## config.mk

```make
export PLATFORM = sky130hd
export DESIGN_NAME = vtr_core
export DESIGN_NICKNAME = d
export VERILOG_FILES = /design/src/common/vtr_pkg.sv /design/src/hdl/vtr_core.sv
export SDC_FILE = /design/constraint.sdc
export NUM_CORES = 1
export LEC_CHECK = 0
export BUFFER_PORTS_ARGS = -buffer_cell sky130_fd_sc_hd__buf_2
export CAP_MARGIN = 20
export CORE_MARGIN = 4
export CORE_UTILIZATION = 39
export CTS_BUF_LIST = sky130_fd_sc_hd__clkbuf_4
export DETAILED_ROUTE_END_ITERATION = 8
export PLACE_DENSITY_LB_ADDON = 0.2
export SLEW_MARGIN = 20
export SYNTH_ARGS = -nofsm -noshare
export SYNTH_HDL_FRONTEND = slang
export SYNTH_SLANG_ARGS = --single-unit
```

## constraint.sdc

```tcl
create_clock -name sys_clk_i -period 30.2 [get_ports sys_clk_i]
set_clock_uncertainty 0.1 [all_clocks]
set_input_delay 1.51 -clock sys_clk_i [delete_from_list [all_inputs] [get_ports sys_clk_i]]
set_output_delay 1.51 -clock sys_clk_i [all_outputs]
set_load 0.1 [all_outputs]
```

## src/common/vtr_pkg.sv

```systemverilog
package vtr_pkg;
    // command codes of the output voltage command group
    localparam logic [7:0] OFS_TARGET = 8'h21;
    localparam logic [7:0] OFS_OFFSET = 8'h22;
    localparam logic [7:0] OFS_CEILING = 8'h24;
    localparam logic [7:0] OFS_MARGIN_UP = 8'h25;
    localparam logic [7:0] OFS_MARGIN_DOWN = 8'h26;

    // field layouts: width of the writable part of each command
    localparam int TARGET_W = 13;
    localparam int OFFSET_W = 7;
    localparam int CEILING_W = 12;
    localparam int MUP_W = 11;
    localparam int MDN_W = 10;
    localparam int OFFSET_SIGN_BIT = 6;

    // operation margin bit positions
    localparam int OP_MARGIN_HIGH_BIT = 5;
    localparam int OP_MARGIN_LOW_BIT = 4;

    // reset and restore values
    localparam logic [15:0] RST_WORD = 16'h0000;
    localparam logic [10:0] MUP_DEFAULT_0 = 11'h210;
    localparam logic [10:0] MUP_DEFAULT_1 = 11'h218;
    localparam logic [9:0] MDN_DEFAULT_0 = 10'h1f0;
    localparam logic [9:0] MDN_DEFAULT_1 = 10'h1e8;
    localparam logic [11:0] CEILING_DEFAULT = 12'hb80;

    // relative factor of one with exponent -9, and its shift
    localparam logic [11:0] FACTOR_UNITY = 12'h200;
    localparam int FACTOR_SHIFT = 9;

    // margin-up classification bands for nonvolatile storage
    localparam logic [10:0] MUP_BAND_LOW = 11'h20c;
    localparam logic [10:0] MUP_BAND_TOP = 11'h23c;
    localparam int MUP_BAND_STEP_LOG2 = 3;
    localparam logic [2:0] MUP_BAND_BIT1_MIN = 3'h2;

    // largest code the dac accepts
    localparam logic [15:0] DAC_MAX_CODE = 16'h0b80;

    // slew timing: transition rate counted per microsecond
    localparam int CLK_MHZ = 100;
    localparam int SLEW_TICK_NS = 1000;
    localparam int SLEW_TICK_CYC = (SLEW_TICK_NS * CLK_MHZ) / 1000;
    // rate lsb is 0.125 mV = 8/64 mV, code lsb is 1.953125 mV = 125/64 mV
    localparam logic [11:0] RATE_UNIT = 12'h008;
    localparam logic [11:0] CODE_UNIT = 12'h07d;
    localparam logic [7:0] RATE_FLOOR = 8'h05;
endpackage

```

## src/hdl/vtr_core.sv

```systemverilog
// Operation
// - target bits 15:13 ignore writes and read zero; 12:0 hold data
// - commanded = target + offset + margin-up and margin-down terms, exponent scaled
// - at power-up target loads boot offset divided by loop scale mantissa
// - rail disabled by on/off or fault reloads target with boot voltage
// - address/reset pin asserted, when enabled, returns target to boot voltage
// - target write beyond ceiling or floor is replaced by violated limit
// - a limit clamp raises the limit warning and alerts the host
// - offset adds signed amount; resulting changes slew at transition rate
// - offset bits 6:0 writable, 15:7 read as sign of bit 6
// - offset confined to +123 mV down to -125 mV
// - target plus offset above dac maximum clamps at the lower of ceiling and dac maximum, warns
// - out-of-range writes to offset, ceiling, margins flag invalid data, alert
// - ceiling holds 12 bits in 11:0; bits 15:12 read zero
// - while converting, target above ceiling slews to ceiling and sets status
// - ceiling written below present target gives the same clamp response
// - a ceiling below the floor takes precedence
// - margin high raises output by margin-up factor plus offset, slewed
// - margin-up holds 11 bits in 10:0; 15:11 read zero
// - restore loads margin-up with 528 or 536 from one default bit
// - margin-up codes are classed into percentage bands for storage
// - margin low lowers output by margin-down factor plus offset, slewed
// - exponent fixed at -9, about 1.953 mV per code
// - after soft-start a new target slews at once without waiting
module vtr_core (
    input wire logic sys_clk_i, // 100 MHz clock
    input wire logic rstn_i, // async reset, active low
    input wire logic ce_i, // clock enable, freezes all state when low
    input wire logic cmd_wr_i, // word write strobe from bus engine
    input wire logic cmd_rd_i, // word read strobe from bus engine
    input wire logic [7:0] cmd_code_i, // command code
    input wire logic [15:0] cmd_wdata_i, // write data word
    output logic [15:0] cmd_rdata_o, // read data word, registered
    output logic cmd_rvalid_o, // read data valid pulse
    input wire logic [7:0] operation_i, // operation command byte
    input wire logic [15:0] boot_voltage_offset_i, // stored boot value
    input wire logic [3:0] loop_scale_mant_i, // loop scale mantissa 1/2/4/8
    input wire logic [15:0] floor_i, // present lower limit
    input wire logic [7:0] transition_rate_i, // slew rate mantissa, 0.125 mV/us
    input wire logic converting_i, // conversion enabled, soft-start done
    input wire logic rail_disabled_i, // rail off by on/off or fault
    input wire logic address_or_reset_pin_i, // shared pin, async, low asserts
    input wire logic output_reset_pin_enable_i, // pin acts as output reset
    input wire logic nvm_restore_i, // nonvolatile restore pulse
    input wire logic margin_up_default_bit_i, // stored margin-up default
    input wire logic margin_down_default_bit_i, // stored margin-down default
    output logic [15:0] commanded_o, // clamped commanded code, before slew
    output logic [15:0] dac_code_o, // slewed code to the dac
    output logic limit_warn_o, // output warning pulse
    output logic status_word_vout_o, // output-group pulse
    output logic status_byte_other_o, // none-of-the-above pulse
    output logic invalid_data_o, // invalid data pulse
    output logic alert_o, // host notification pulse
    output logic [2:0] margin_up_band_o, // storage band of margin-up
    output logic margin_up_store_bit_o // default bit to store
);

    ////////////////////////////////////////////////////////////////////////
    // command registers
    logic [12:0] target_r;
    logic [6:0] offset_r;
    logic [11:0] ceiling_r;
    logic [10:0] mup_r;
    logic [9:0] mdn_r;
    logic boot_done_r;
    logic check_r;

    // pin synchroniser, three stages
    logic pin_s1_r;
    logic pin_s2_r;
    logic pin_s3_r;
    logic pin_lvl_r;
    logic pin_fall;

    // decoded writes
    logic wr_target;
    logic wr_offset;
    logic wr_ceiling;
    logic wr_mup;
    logic wr_mdn;
    logic bad_offset;
    logic bad_ceiling;
    logic bad_mup;
    logic bad_mdn;
    logic reload_boot;
    logic [15:0] boot_code;

    // arithmetic
    logic signed [19:0] base_sum;
    logic signed [11:0] mup_delta;
    logic signed [11:0] mdn_delta;
    logic signed [25:0] mup_prod;
    logic signed [25:0] mdn_prod;
    logic signed [19:0] full_sum;
    logic signed [19:0] ceil_s;
    logic signed [19:0] floor_s;
    logic signed [19:0] dac_s;
    logic [15:0] commanded_nxt;
    logic clamp_hi;
    logic clamp_lo;
    logic full_over;
    logic dac_over;
    logic warn_nxt;

    ////////////////////////////////////////////////////////////////////////
    // address decode of write strobes
    always_comb begin
        wr_target = 1'b0;
        wr_offset = 1'b0;
        wr_ceiling = 1'b0;
        wr_mup = 1'b0;
        wr_mdn = 1'b0;
        if (cmd_wr_i && cmd_code_i == vtr_pkg::OFS_TARGET) begin
            wr_target = 1'b1;
        end else if (cmd_wr_i && cmd_code_i == vtr_pkg::OFS_OFFSET) begin
            wr_offset = 1'b1;
        end else if (cmd_wr_i && cmd_code_i == vtr_pkg::OFS_CEILING) begin
            wr_ceiling = 1'b1;
        end else if (cmd_wr_i && cmd_code_i == vtr_pkg::OFS_MARGIN_UP) begin
            wr_mup = 1'b1;
        end else if (cmd_wr_i && cmd_code_i == vtr_pkg::OFS_MARGIN_DOWN) begin
            wr_mdn = 1'b1;
        end
    end

    // validity: read-only upper bits must match what they would read
    // sign extension check
    assign bad_offset = (cmd_wdata_i[15:vtr_pkg::OFFSET_SIGN_BIT] != {10{cmd_wdata_i[6]}});
    assign bad_ceiling = (cmd_wdata_i[15:vtr_pkg::CEILING_W] != 4'h0);
    assign bad_mup = (cmd_wdata_i[15:vtr_pkg::MUP_W] != 5'h00);
    assign bad_mdn = (cmd_wdata_i[15:vtr_pkg::MDN_W] != 6'h00);

    ////////////////////////////////////////////////////////////////////////
    // address/reset pin: a change counts once stages two and three agree
    always_ff @(posedge sys_clk_i or negedge rstn_i) begin
        if (!rstn_i) begin
            pin_s1_r <= 1'b1;
            pin_s2_r <= 1'b1;
            pin_s3_r <= 1'b1;
            pin_lvl_r <= 1'b1;
        end else if (ce_i) begin
            pin_s1_r <= address_or_reset_pin_i;
            pin_s2_r <= pin_s1_r;
            pin_s3_r <= pin_s2_r;
            if (pin_s2_r == pin_s3_r) begin
                pin_lvl_r <= pin_s3_r;
            end
        end
    end

    assign pin_fall = pin_lvl_r && (pin_s2_r == pin_s3_r) && !pin_s3_r;

    // boot value is stored offset over loop scale mantissa
    always_comb begin
        case (loop_scale_mant_i)
            4'h2: boot_code = {1'b0, boot_voltage_offset_i[15:1]};
            4'h4: boot_code = {2'b00, boot_voltage_offset_i[15:2]};
            4'h8: boot_code = {3'b000, boot_voltage_offset_i[15:3]};
            default: boot_code = boot_voltage_offset_i;
        endcase
    end

    // disable, fault or pin reset all reload the boot value
    assign reload_boot = !boot_done_r || rail_disabled_i
        || (output_reset_pin_enable_i && pin_fall);

    ////////////////////////////////////////////////////////////////////////
    // commanded arithmetic at exponent -9
    always_comb begin
        base_sum = $signed({7'h00, target_r}) + $signed({{13{offset_r[6]}}, offset_r});
        mup_delta = $signed({1'b0, mup_r}) - $signed(vtr_pkg::FACTOR_UNITY);
        mdn_delta = $signed(vtr_pkg::FACTOR_UNITY) - $signed({2'b00, mdn_r});
        mup_prod = $signed({1'b0, target_r}) * mup_delta;
        mdn_prod = $signed({1'b0, target_r}) * mdn_delta;
        full_sum = base_sum;
        // margin high raises by margin-up factor
        if (operation_i[vtr_pkg::OP_MARGIN_HIGH_BIT]) begin
            full_sum = full_sum + 20'(mup_prod >>> vtr_pkg::FACTOR_SHIFT);
        end
        // margin low lowers by margin-down factor
        if (operation_i[vtr_pkg::OP_MARGIN_LOW_BIT]) begin
            full_sum = full_sum - 20'(mdn_prod >>> vtr_pkg::FACTOR_SHIFT);
        end
        ceil_s = $signed({8'h00, ceiling_r});
        floor_s = $signed({4'h0, floor_i});
        dac_s = $signed({4'h0, vtr_pkg::DAC_MAX_CODE});
    end

    // final clamp: lower of ceiling and dac range, then zero
    always_comb begin
        full_over = full_sum > ceil_s;
        dac_over = full_sum > dac_s;
        // above a ceiling no higher than the dac maximum the output goes to the ceiling
        if (full_over && ceil_s <= dac_s) begin
            commanded_nxt = {4'h0, ceiling_r};
        // above dac range the output sits at the dac maximum
        end else if (dac_over) begin
            commanded_nxt = vtr_pkg::DAC_MAX_CODE;
        end else if (full_sum < 20'sd0) begin
            commanded_nxt = 16'h0000;
        end else begin
            commanded_nxt = 16'(full_sum);
        end
    end

    // write-time limit test on target plus offset
    // ceiling tested first so it wins over the floor
    assign clamp_hi = base_sum > ceil_s || floor_s > ceil_s;
    assign clamp_lo = !clamp_hi && (base_sum < floor_s);
    assign warn_nxt = check_r && (clamp_hi || clamp_lo || dac_over
        || (converting_i && full_over));

    ////////////////////////////////////////////////////////////////////////
    // target register: boot reload beats writes
    always_ff @(posedge sys_clk_i or negedge rstn_i) begin
        if (!rstn_i) begin
            target_r <= vtr_pkg::RST_WORD[12:0];
            boot_done_r <= 1'b0;
        end else if (ce_i) begin
            boot_done_r <= 1'b1;
            if (reload_boot) begin
                target_r <= boot_code[12:0];
            // upper three bits dropped on write
            end else if (wr_target) begin
                target_r <= cmd_wdata_i[12:0];
            // clamp also follows a ceiling or offset write
            end else if (check_r && clamp_hi) begin
                target_r <= ceiling_r[11:0] + 13'h0000;
            end else if (check_r && clamp_lo) begin
                target_r <= floor_i[12:0];
            end
        end
    end

    // limit test deferred one cycle after any affecting write
    always_ff @(posedge sys_clk_i or negedge rstn_i) begin
        if (!rstn_i) begin
            check_r <= 1'b0;
        end else if (ce_i) begin
            check_r <= wr_target || wr_offset || (wr_ceiling && !bad_ceiling)
                || (wr_mup && !bad_mup) || (wr_mdn && !bad_mdn);
        end
    end

    // offset and ceiling; invalid writes leave the register untouched
    always_ff @(posedge sys_clk_i or negedge rstn_i) begin
        if (!rstn_i) begin
            offset_r <= vtr_pkg::RST_WORD[6:0];
            ceiling_r <= vtr_pkg::CEILING_DEFAULT;
        end else if (ce_i) begin
            // seven bits bound the offset to +123/-125 mV
            if (wr_offset && !bad_offset) begin
                offset_r <= cmd_wdata_i[6:0];
            end
            if (wr_ceiling && !bad_ceiling) begin
                ceiling_r <= cmd_wdata_i[11:0];
            end
        end
    end

    // margin factors, restored from one stored bit each
    always_ff @(posedge sys_clk_i or negedge rstn_i) begin
        if (!rstn_i) begin
            mup_r <= vtr_pkg::MUP_DEFAULT_0;
            mdn_r <= vtr_pkg::MDN_DEFAULT_0;
        end else if (ce_i) begin
            if (nvm_restore_i) begin
                mup_r <= margin_up_default_bit_i ? vtr_pkg::MUP_DEFAULT_1
                    : vtr_pkg::MUP_DEFAULT_0;
                mdn_r <= margin_down_default_bit_i ? vtr_pkg::MDN_DEFAULT_1
                    : vtr_pkg::MDN_DEFAULT_0;
            end else begin
                if (wr_mup && !bad_mup) begin
                    mup_r <= cmd_wdata_i[10:0];
                end
                if (wr_mdn && !bad_mdn) begin
                    mdn_r <= cmd_wdata_i[9:0];
                end
            end
        end
    end

    ////////////////////////////////////////////////////////////////////////
    // status and notification pulses, one cycle each
    always_ff @(posedge sys_clk_i or negedge rstn_i) begin
        if (!rstn_i) begin
            limit_warn_o <= 1'b0;
            status_word_vout_o <= 1'b0;
            status_byte_other_o <= 1'b0;
            invalid_data_o <= 1'b0;
            alert_o <= 1'b0;
        end else if (ce_i) begin
            // warning feeds output and summary status bits
            limit_warn_o <= warn_nxt;
            status_word_vout_o <= warn_nxt;
            status_byte_other_o <= warn_nxt;
            invalid_data_o <= (wr_offset && bad_offset) || (wr_ceiling && bad_ceiling)
                || (wr_mup && bad_mup) || (wr_mdn && bad_mdn);
            alert_o <= warn_nxt || (wr_offset && bad_offset) || (wr_ceiling && bad_ceiling)
                || (wr_mup && bad_mup) || (wr_mdn && bad_mdn);
        end
    end

    ////////////////////////////////////////////////////////////////////////
    // read port, answer one cycle after the strobe
    always_ff @(posedge sys_clk_i or negedge rstn_i) begin
        if (!rstn_i) begin
            cmd_rdata_o <= vtr_pkg::RST_WORD;
            cmd_rvalid_o <= 1'b0;
        end else if (ce_i) begin
            cmd_rvalid_o <= cmd_rd_i;
            if (cmd_rd_i && cmd_code_i == vtr_pkg::OFS_TARGET) begin
                cmd_rdata_o <= {3'b000, target_r};
            end else if (cmd_rd_i && cmd_code_i == vtr_pkg::OFS_OFFSET) begin
                cmd_rdata_o <= {{9{offset_r[6]}}, offset_r};
            end else if (cmd_rd_i && cmd_code_i == vtr_pkg::OFS_CEILING) begin
                cmd_rdata_o <= {4'h0, ceiling_r};
            end else if (cmd_rd_i && cmd_code_i == vtr_pkg::OFS_MARGIN_UP) begin
                cmd_rdata_o <= {5'h00, mup_r};
            end else if (cmd_rd_i && cmd_code_i == vtr_pkg::OFS_MARGIN_DOWN) begin
                cmd_rdata_o <= {6'h00, mdn_r};
            end else if (cmd_rd_i) begin
                // unmapped codes read zero
                cmd_rdata_o <= vtr_pkg::RST_WORD;
            end
        end
    end

    ////////////////////////////////////////////////////////////////////////
    // storage band of margin-up, steps of eight codes
    logic [10:0] mup_rel;
    assign mup_rel = mup_r - vtr_pkg::MUP_BAND_LOW;
    always_ff @(posedge sys_clk_i or negedge rstn_i) begin
        if (!rstn_i) begin
            margin_up_band_o <= 3'h0;
            margin_up_store_bit_o <= 1'b0;
        end else if (ce_i) begin
            if (mup_r < vtr_pkg::MUP_BAND_LOW) begin
                margin_up_band_o <= 3'h0;
            end else if (mup_r >= vtr_pkg::MUP_BAND_TOP) begin
                margin_up_band_o <= 3'h7;
            end else begin
                margin_up_band_o <= 3'(mup_rel >> vtr_pkg::MUP_BAND_STEP_LOG2) + 3'h1;
            end
            margin_up_store_bit_o <= (mup_r >= vtr_pkg::MUP_BAND_LOW)
                && ((3'(mup_rel >> vtr_pkg::MUP_BAND_STEP_LOG2) + 3'h1)
                >= vtr_pkg::MUP_BAND_BIT1_MIN) && (mup_r < vtr_pkg::MUP_BAND_TOP);
        end
    end

    ////////////////////////////////////////////////////////////////////////
    // slew engine: rate credit added each microsecond, one code per cycle
    logic [7:0] tick_cnt_r;
    logic [11:0] credit_r;
    logic [7:0] rate_eff;
    logic tick;
    assign tick = (tick_cnt_r == 8'(vtr_pkg::SLEW_TICK_CYC - 1));
    // slowest supported setting used for tiny mantissas
    assign rate_eff = (transition_rate_i < vtr_pkg::RATE_FLOOR)
        ? vtr_pkg::RATE_FLOOR : transition_rate_i;

    always_ff @(posedge sys_clk_i or negedge rstn_i) begin
        if (!rstn_i) begin
            tick_cnt_r <= 8'h00;
        end else if (ce_i) begin
            tick_cnt_r <= tick ? 8'h00 : tick_cnt_r + 8'h01;
        end
    end

    always_ff @(posedge sys_clk_i or negedge rstn_i) begin
        if (!rstn_i) begin
            commanded_o <= vtr_pkg::RST_WORD;
        end else if (ce_i) begin
            commanded_o <= commanded_nxt;
        end
    end

    // always steer toward the newest command, no waiting
    always_ff @(posedge sys_clk_i or negedge rstn_i) begin
        if (!rstn_i) begin
            dac_code_o <= vtr_pkg::RST_WORD;
            credit_r <= 12'h000;
        end else if (ce_i) begin
            if (!converting_i) begin
                // soft-start and soft-stop ramps belong to another block
                dac_code_o <= commanded_o;
                credit_r <= 12'h000;
            end else if (dac_code_o == commanded_o) begin
                credit_r <= 12'h000;
            // offset, margin and target moves all slew here
            end else if (credit_r >= vtr_pkg::CODE_UNIT) begin
                credit_r <= credit_r - vtr_pkg::CODE_UNIT;
                dac_code_o <= (dac_code_o < commanded_o) ? dac_code_o + 16'h0001
                    : dac_code_o - 16'h0001;
            end else if (tick) begin
                credit_r <= credit_r + 12'(rate_eff * vtr_pkg::RATE_UNIT);
            end
        end
    end

endmodule
```

-- After elaboration in Yosys (flattened, before gate mapping)
Cells that the tools add are included.
- register bits after elaboration: 135
- bits of input ports: 88
- output and inout bits: 58
- logic and storage cells: 184
- add/sub/neg operators: 12
- multiply operators: 2
- magnitude comparators: 15
- equal/unequal tests: 15
- muxes and demuxes: 49
- reductions and logical operators: 69
- operators with widths (cell ; count):
    $mux 16 ; 13
    $mux 13 ; 4
    $mux 12 ; 4
    $eq 8x6->1 const B ; 5
    $mux 20 ; 2
    $pmux 13 s3 ; 1
    $logic_and 1x1->1 ; 29
    $mul 14x12->26 ; 1
    $mul 14x11->25 ; 1
    $ge 11x10->1 const B ; 2
    $lt 11x10->1 const B ; 2
    $mux 11 ; 2
    $gt 20x13->1 ; 1
    $gt 20x13->1 const B ; 1
    $lt 20x1->1 const B ; 1
    $mux 10 ; 2
    $sub 20x16->20 ; 1
    $add 15x17->18 ; 1
    $logic_or 1x1->1 ; 17
    $lt 15x17->1 ; 1
    $add 16x1->16 const B ; 1
    $eq 16x16->1 ; 1
    $gt 16x12->1 ; 1
    $lt 16x16->1 ; 1
    35 further kinds ; 67

-- Depth between registers and ports, before layout
- word-level depth: 14
- gate-level depth with buffers: 48
- depth with buffers taken out: 45

-- Least setup slack after synthesis
Ideal clock, no wire load.
- path type: flip-flop to flip-flop
- from: register mup_r[9]
- to: register commanded_o[1]
- library setup time: 104 ps
- arrival time: 10168 ps
- required time: 29996 ps
- slack: 19828 ps
- cell stages (with the launch flop): 45
- path buffers: 2
- period minus slack after synthesis: 10372 ps
- cell sequence: dfstp_2 > clkinv_1 > ha_1 > clkbuf_1 > nand2b_1 > fa_1 > fa_1 > inv_1 > fa_1 > fa_1 > inv_1 > fa_1 > inv_1 > ha_1 > a31oi_1 > nor2b_1 > o21a_1 > nor2_1 > (+9 left out) > or2_2 > ha_1 > a21o_1 > a31oi_1 > nand2_1 > o21ai_0 > xor2_1 > nand2_1 > o31a_1 > ha_1 > nand4_1 > or2_2 > o21ai_0 > o22a_1 > a211oi_2 > or2_1 > buf_6 > o311ai_1
- longest elaborated chain between the ends: 10
- elaborated cells between the ends (all ways): 13
- classes of those cells: add/sub (3); mul (1); order compare (3); mux (5); reduce/logical (1)
- RTL lines (item ; RTL line ; source):
    from (decl) ; vtr_core.sv:63 ; logic [10:0] mup_r;
    from (signal assigned) ; vtr_core.sv:264 ; mup_r <= vtr_pkg::MUP_DEFAULT_0;
    from (signal assigned) ; vtr_core.sv:268 ; mup_r <= margin_up_default_bit_i ? vtr_pkg::MUP_DEFAULT_1
    from (signal assigned) ; vtr_core.sv:274 ; mup_r <= cmd_wdata_i[10:0];
    $sub 11x10->12 (*) ; vtr_core.sv:171 ; mup_delta = $signed({1'b0, mup_r}) - $signed(vtr_pkg::FACTOR_UNITY);
    $mul 14x12->26 (*) ; vtr_core.sv:173 ; mup_prod = $signed({1'b0, target_r}) * mup_delta;
    $add 15x17->18 (*) ; vtr_core.sv:178 ; full_sum = full_sum + 20'(mup_prod >>> vtr_pkg::FACTOR_SHIFT);
    $mux 20 (*) ; vtr_core.sv:177 ; if (operation_i[vtr_pkg::OP_MARGIN_HIGH_BIT]) begin
    $sub 20x16->20 ; vtr_core.sv:182 ; full_sum = full_sum - 20'(mdn_prod >>> vtr_pkg::FACTOR_SHIFT);
    $mux 20 (*) ; vtr_core.sv:181 ; if (operation_i[vtr_pkg::OP_MARGIN_LOW_BIT]) begin
    $lt 20x1->1 ; vtr_core.sv:199 ; end else if (full_sum < 20'sd0) begin
    $mux 16 ; vtr_core.sv:199 ;
    $mux 16 ; vtr_core.sv:197 ; end else if (dac_over) begin
    $mux 16 (*) ; vtr_core.sv:194 ; if (full_over && ceil_s <= dac_s) begin
    to (signal assigned) ; vtr_core.sv:372 ; commanded_o <= vtr_pkg::RST_WORD;
    to (signal assigned) ; vtr_core.sv:374 ; commanded_o <= commanded_nxt;
    to (decl) ; vtr_core.sv:47 ; output logic [15:0] commanded_o,
Mark *: on every way between the ends. The rest lies on a longest branch, timed or not.
A chain may end at the register's enable or synchronous reset.

-- Worst setup path in the final report
- from: register mup_r[9]
- to: register commanded_o[0]
Same word-level chain as after synthesis.

==> results list <==
- Average wire length per cell after detail routing: 19.4 um
- The first global-routing pass estimated 107000 um of wire.
- Once the floorplan was initialized, standard cells occupied 39.5% of the core.
- Kind of capture point of the worst setup path: flop
* Vias in the first global route: 19200
- Sum of negative setup slack: 0 ps
- Global routing consumed, over all layers together, 22.0% of the routing resources.
* Port Buffers: 139
- Setup repair after global routing missed its margin: false
- The die covers 61200 um2.
- The final layout contains 3328 nets.
- Entering global routing, the biggest net connects 83 pins.
* Clk sink count: 133
- The worst register-to-register path ends at commanded_o[0].
- At the worst endpoint, the arrival time is 13370 ps.
* Proportion of synthesized chip area in sequential cells: 15.0%
- Row cnt: 87
- Final setup vio count: 0
- In this run the horizontal extent of the chip is 247 um.
* Maximum Capacitance Violations: 0
- At the end of routability-driven placement, the weighted congestion stood at 0.934.
- Post-detailed-route count of antenna-violating nets: 0
- After clock tree synthesis, the clock-pin slew on the worst setup and hold paths is 130 ps.
- In this run the worst hold path is classified as flop to flop.
- Buffers inserted during clock tree synthesis total 17.
- In the synthesized netlist the dominant register cell turns out to be sky130_fd_sc_hd__dfrtp_1.
- Once detailed placement completed, the half-perimeter wirelength came to 53700 um.
- Gate count after technology mapping: 2673
- Fin crit share: 43.1%
- Total setup buffers inserted after CTS: 0
- Counting along the longest clock path gives a buffer depth of 2.
- Measured against its own limit, the worst slew margin works out to 21.1%.
- Cell type group with the largest total delay on the critical path: adder cells
* Required time reported for the critical path endpoint: 30540 ps
- Number of ports placed on the die boundary: 146
* CTS tree: done
- Area growth from synthesis to layout: 7.65%
* Proportion of layout cells with a drive suffix above 1: 10.7%
- The worst setup path is launched from a flop.
- Grt met3 use: 1.94%
- Slew Viols, Final: 0
- Resized cells post-CTS: 0
* Worst skew pair latency: 580 ps
* Routing usage on met1: 31.4%
- Number of hold violations in the final report: 0
- Maximum cell stage delay along the critical path: 770 ps
- DR pass1 iterations: 8
- Hold buffer count at CTS: 0
- Number of cells on the worst reg-to-reg path: 41
* Outcome: complete, no violations
* Total of flip-flops plus latches after synthesis: 133
- The library cell used most frequently in the layout, excluding fill and tap cells, is sky130_fd_sc_hd__inv_1.
- Final routed DRC violation total: 0
- Number of H-tree levels: 4
* Least-Margin Pin Slew: 1170 ps
- Along the worst path, the maximum fanout reaches 13.
* DRT iter0 DRCs: 1656
* Worst reg2reg startpoint: mup_r[9]
- Unique cell type count in the Yosys netlist: 86
* Cell area after synthesis: 22400 um2
- Initial antenna violation count: 5
* Die span in y: 247 um
- Critical setup path kind: flop to flop
* Overflow after GRT: 0
* Average footprint of a synthesized cell: 8.37 um2
- met2 is the most crowded layer.
- Most frequent cells in the layout: 357 x sky130_fd_sc_hd__inv_1, 335 x sky130_fd_sc_hd__nand2_1, 293 x sky130_fd_sc_hd__ha_1, 211 x sky130_fd_sc_hd__fa_1, 141 x sky130_fd_sc_hd__a21oi_1
- In the routed layout, each cell is associated on average with a via count of 5.57.
- In this run the worst setup path begins at mup_r[9].
* Setup slack on the worst flop-to-flop path: 17170 ps
- Last element of the critical path: commanded_o[0]
* Post-Place Worst Slack: 17400 ps
- Total wire length: 68000 um
- Total number of vias: 19500
* Met2 track demand over resource in global routing: 36.5%
* Final setup margin: 17170 ps
- The region available for standard cell placement spans 56600 um2.
- CTS placed an instance of sky130_fd_sc_hd__clkbuf_4 at the clock tree root.
- Number of enable flip-flop cells after synthesis: 0
* Logic depth of the worst setup path including buffers: 41
- Cell with the largest stage delay on the worst path: sky130_fd_sc_hd__dfstp_2
- Fraction of registers with async set/reset: 100%
- Timing would allow up to 76.8 MHz.
* Crit path buffers/inverters: 4
* Synth warn: 0
* Final critical path time including I/O delays and setup: 13030 ps
- Counting every net in the synthesized netlist gives 3265.
==> state kept, by name, summed over array words and instances, names as in the netlist, 3 cells and up <==
signal	count
cmd_rdata_o	14
commanded_o	16
mup_r	11
mdn_r	10
margin_up_band_o	3
ceiling_r	12
offset_r	7
tick_cnt_r	8
target_r	13
credit_r	12
dac_code_o	16
==> routing by layer <==
metal | part of all wire (%) | routed length [um]
met1 | 46 | 31300
met2 | 47 | 31600
met3 | 5.6 | 3780
met4 | 1.8 | 1240
met5 | 0.019 | 13
==> final cells by class <==
type	count	area (um2)
fill	5729	32500
multi-input combinational	2061	17300
sequential	133	3350
inverter	358	1340
tap	756	946
timing repair buffer	165	901
clock inverter	14	136
clock buffer	18	135
antenna	3	7.51
==> logic make-up (layout without fill, tap and decap cells) <==
kind of cell | after synthesis | count (layout) | synth area share [%]
XOR/XNOR | 99 | 99 | 3.88
multiplexers | 69 | 69 | 3.30
adder cells (fa/ha/maj) | 504 | 504 | 35.3
flip-flops | 133 | 133 | 15.0
AND/OR/NAND/NOR | 852 | 852 | 18.4
buffers and inverters | 479 | 555 | 8.24
other | 0 | 3 | 0
AO/OA/AOI/OAI | 537 | 537 | 15.9
==> worst reg2reg max path, delay by kind of cell (launching register included) <==
kind / cells / cell delay (ps)
xor gates and xnor gates: 1 / 270
DFF: 1 / 770
buffers and inverters: 4 / 560
AOI/OAI and AO/OA: 15 / 4340
and+or+nand+nor: 11 / 2210
adders and majority gates: 10 / 4640
==> how the worst min path moves through the flow <==
stage                      startpoint          end  slack (ps)  depth (start not counted)
final                     boot_done_r  boot_done_r         360                          2
after floorplan           boot_done_r  boot_done_r         310                          2
after CTS                 boot_done_r  boot_done_r         370                          2
after detailed placement  boot_done_r  boot_done_r         340                          2
after global routing      boot_done_r  boot_done_r         390                          2
after global placement    boot_done_r  boot_done_r         340                          2
==> synth_stat cells (16+ instances only) <==
master / instances / area share [%]
sky130_fd_sc_hd__fa_1: 211 / 19
sky130_fd_sc_hd__a21o_1: 46 / 1.5
sky130_fd_sc_hd__clkbuf_1: 103 / 1.7
sky130_fd_sc_hd__nor3_1: 55 / 1.2
sky130_fd_sc_hd__nor2_1: 137 / 2.3
sky130_fd_sc_hd__nand2b_1: 33 / 0.92
sky130_fd_sc_hd__o21a_1: 18 / 0.60
sky130_fd_sc_hd__and2_1: 103 / 2.9
sky130_fd_sc_hd__a211oi_1: 20 / 0.67
sky130_fd_sc_hd__dfrtp_1: 118 / 13
sky130_fd_sc_hd__nand4_1: 29 / 0.81
sky130_fd_sc_hd__nand3_1: 26 / 0.58
sky130_fd_sc_hd__and3_1: 16 / 0.45
sky130_fd_sc_hd__inv_1: 357 / 6.0
sky130_fd_sc_hd__xnor2_1: 64 / 2.5
sky130_fd_sc_hd__nand2_1: 335 / 5.6
sky130_fd_sc_hd__a222oi_1: 21 / 0.94
sky130_fd_sc_hd__o21ai_0: 140 / 3.1
sky130_fd_sc_hd__nor2b_1: 46 / 1.3
sky130_fd_sc_hd__xor2_1: 35 / 1.4
sky130_fd_sc_hd__mux2_2: 35 / 1.8
sky130_fd_sc_hd__mux2i_1: 32 / 1.4
sky130_fd_sc_hd__a21oi_1: 141 / 3.2
sky130_fd_sc_hd__ha_1: 293 / 16
==> through the flow <==
step,utilization (%),area [um2],std cells,hold slack (ps)
after global placement,41.9,23700,3473,341
final,42.5,24100,3508,364
after detailed placement,42.0,23700,3473,340
after CTS,42.4,24000,3505,368
after floorplan,-,22400,2673,314
after global routing,42.5,24100,3508,389
Power is not shown: default switching activity piles up to over one toggle a cycle in this logic, so the estimate is an artifact.
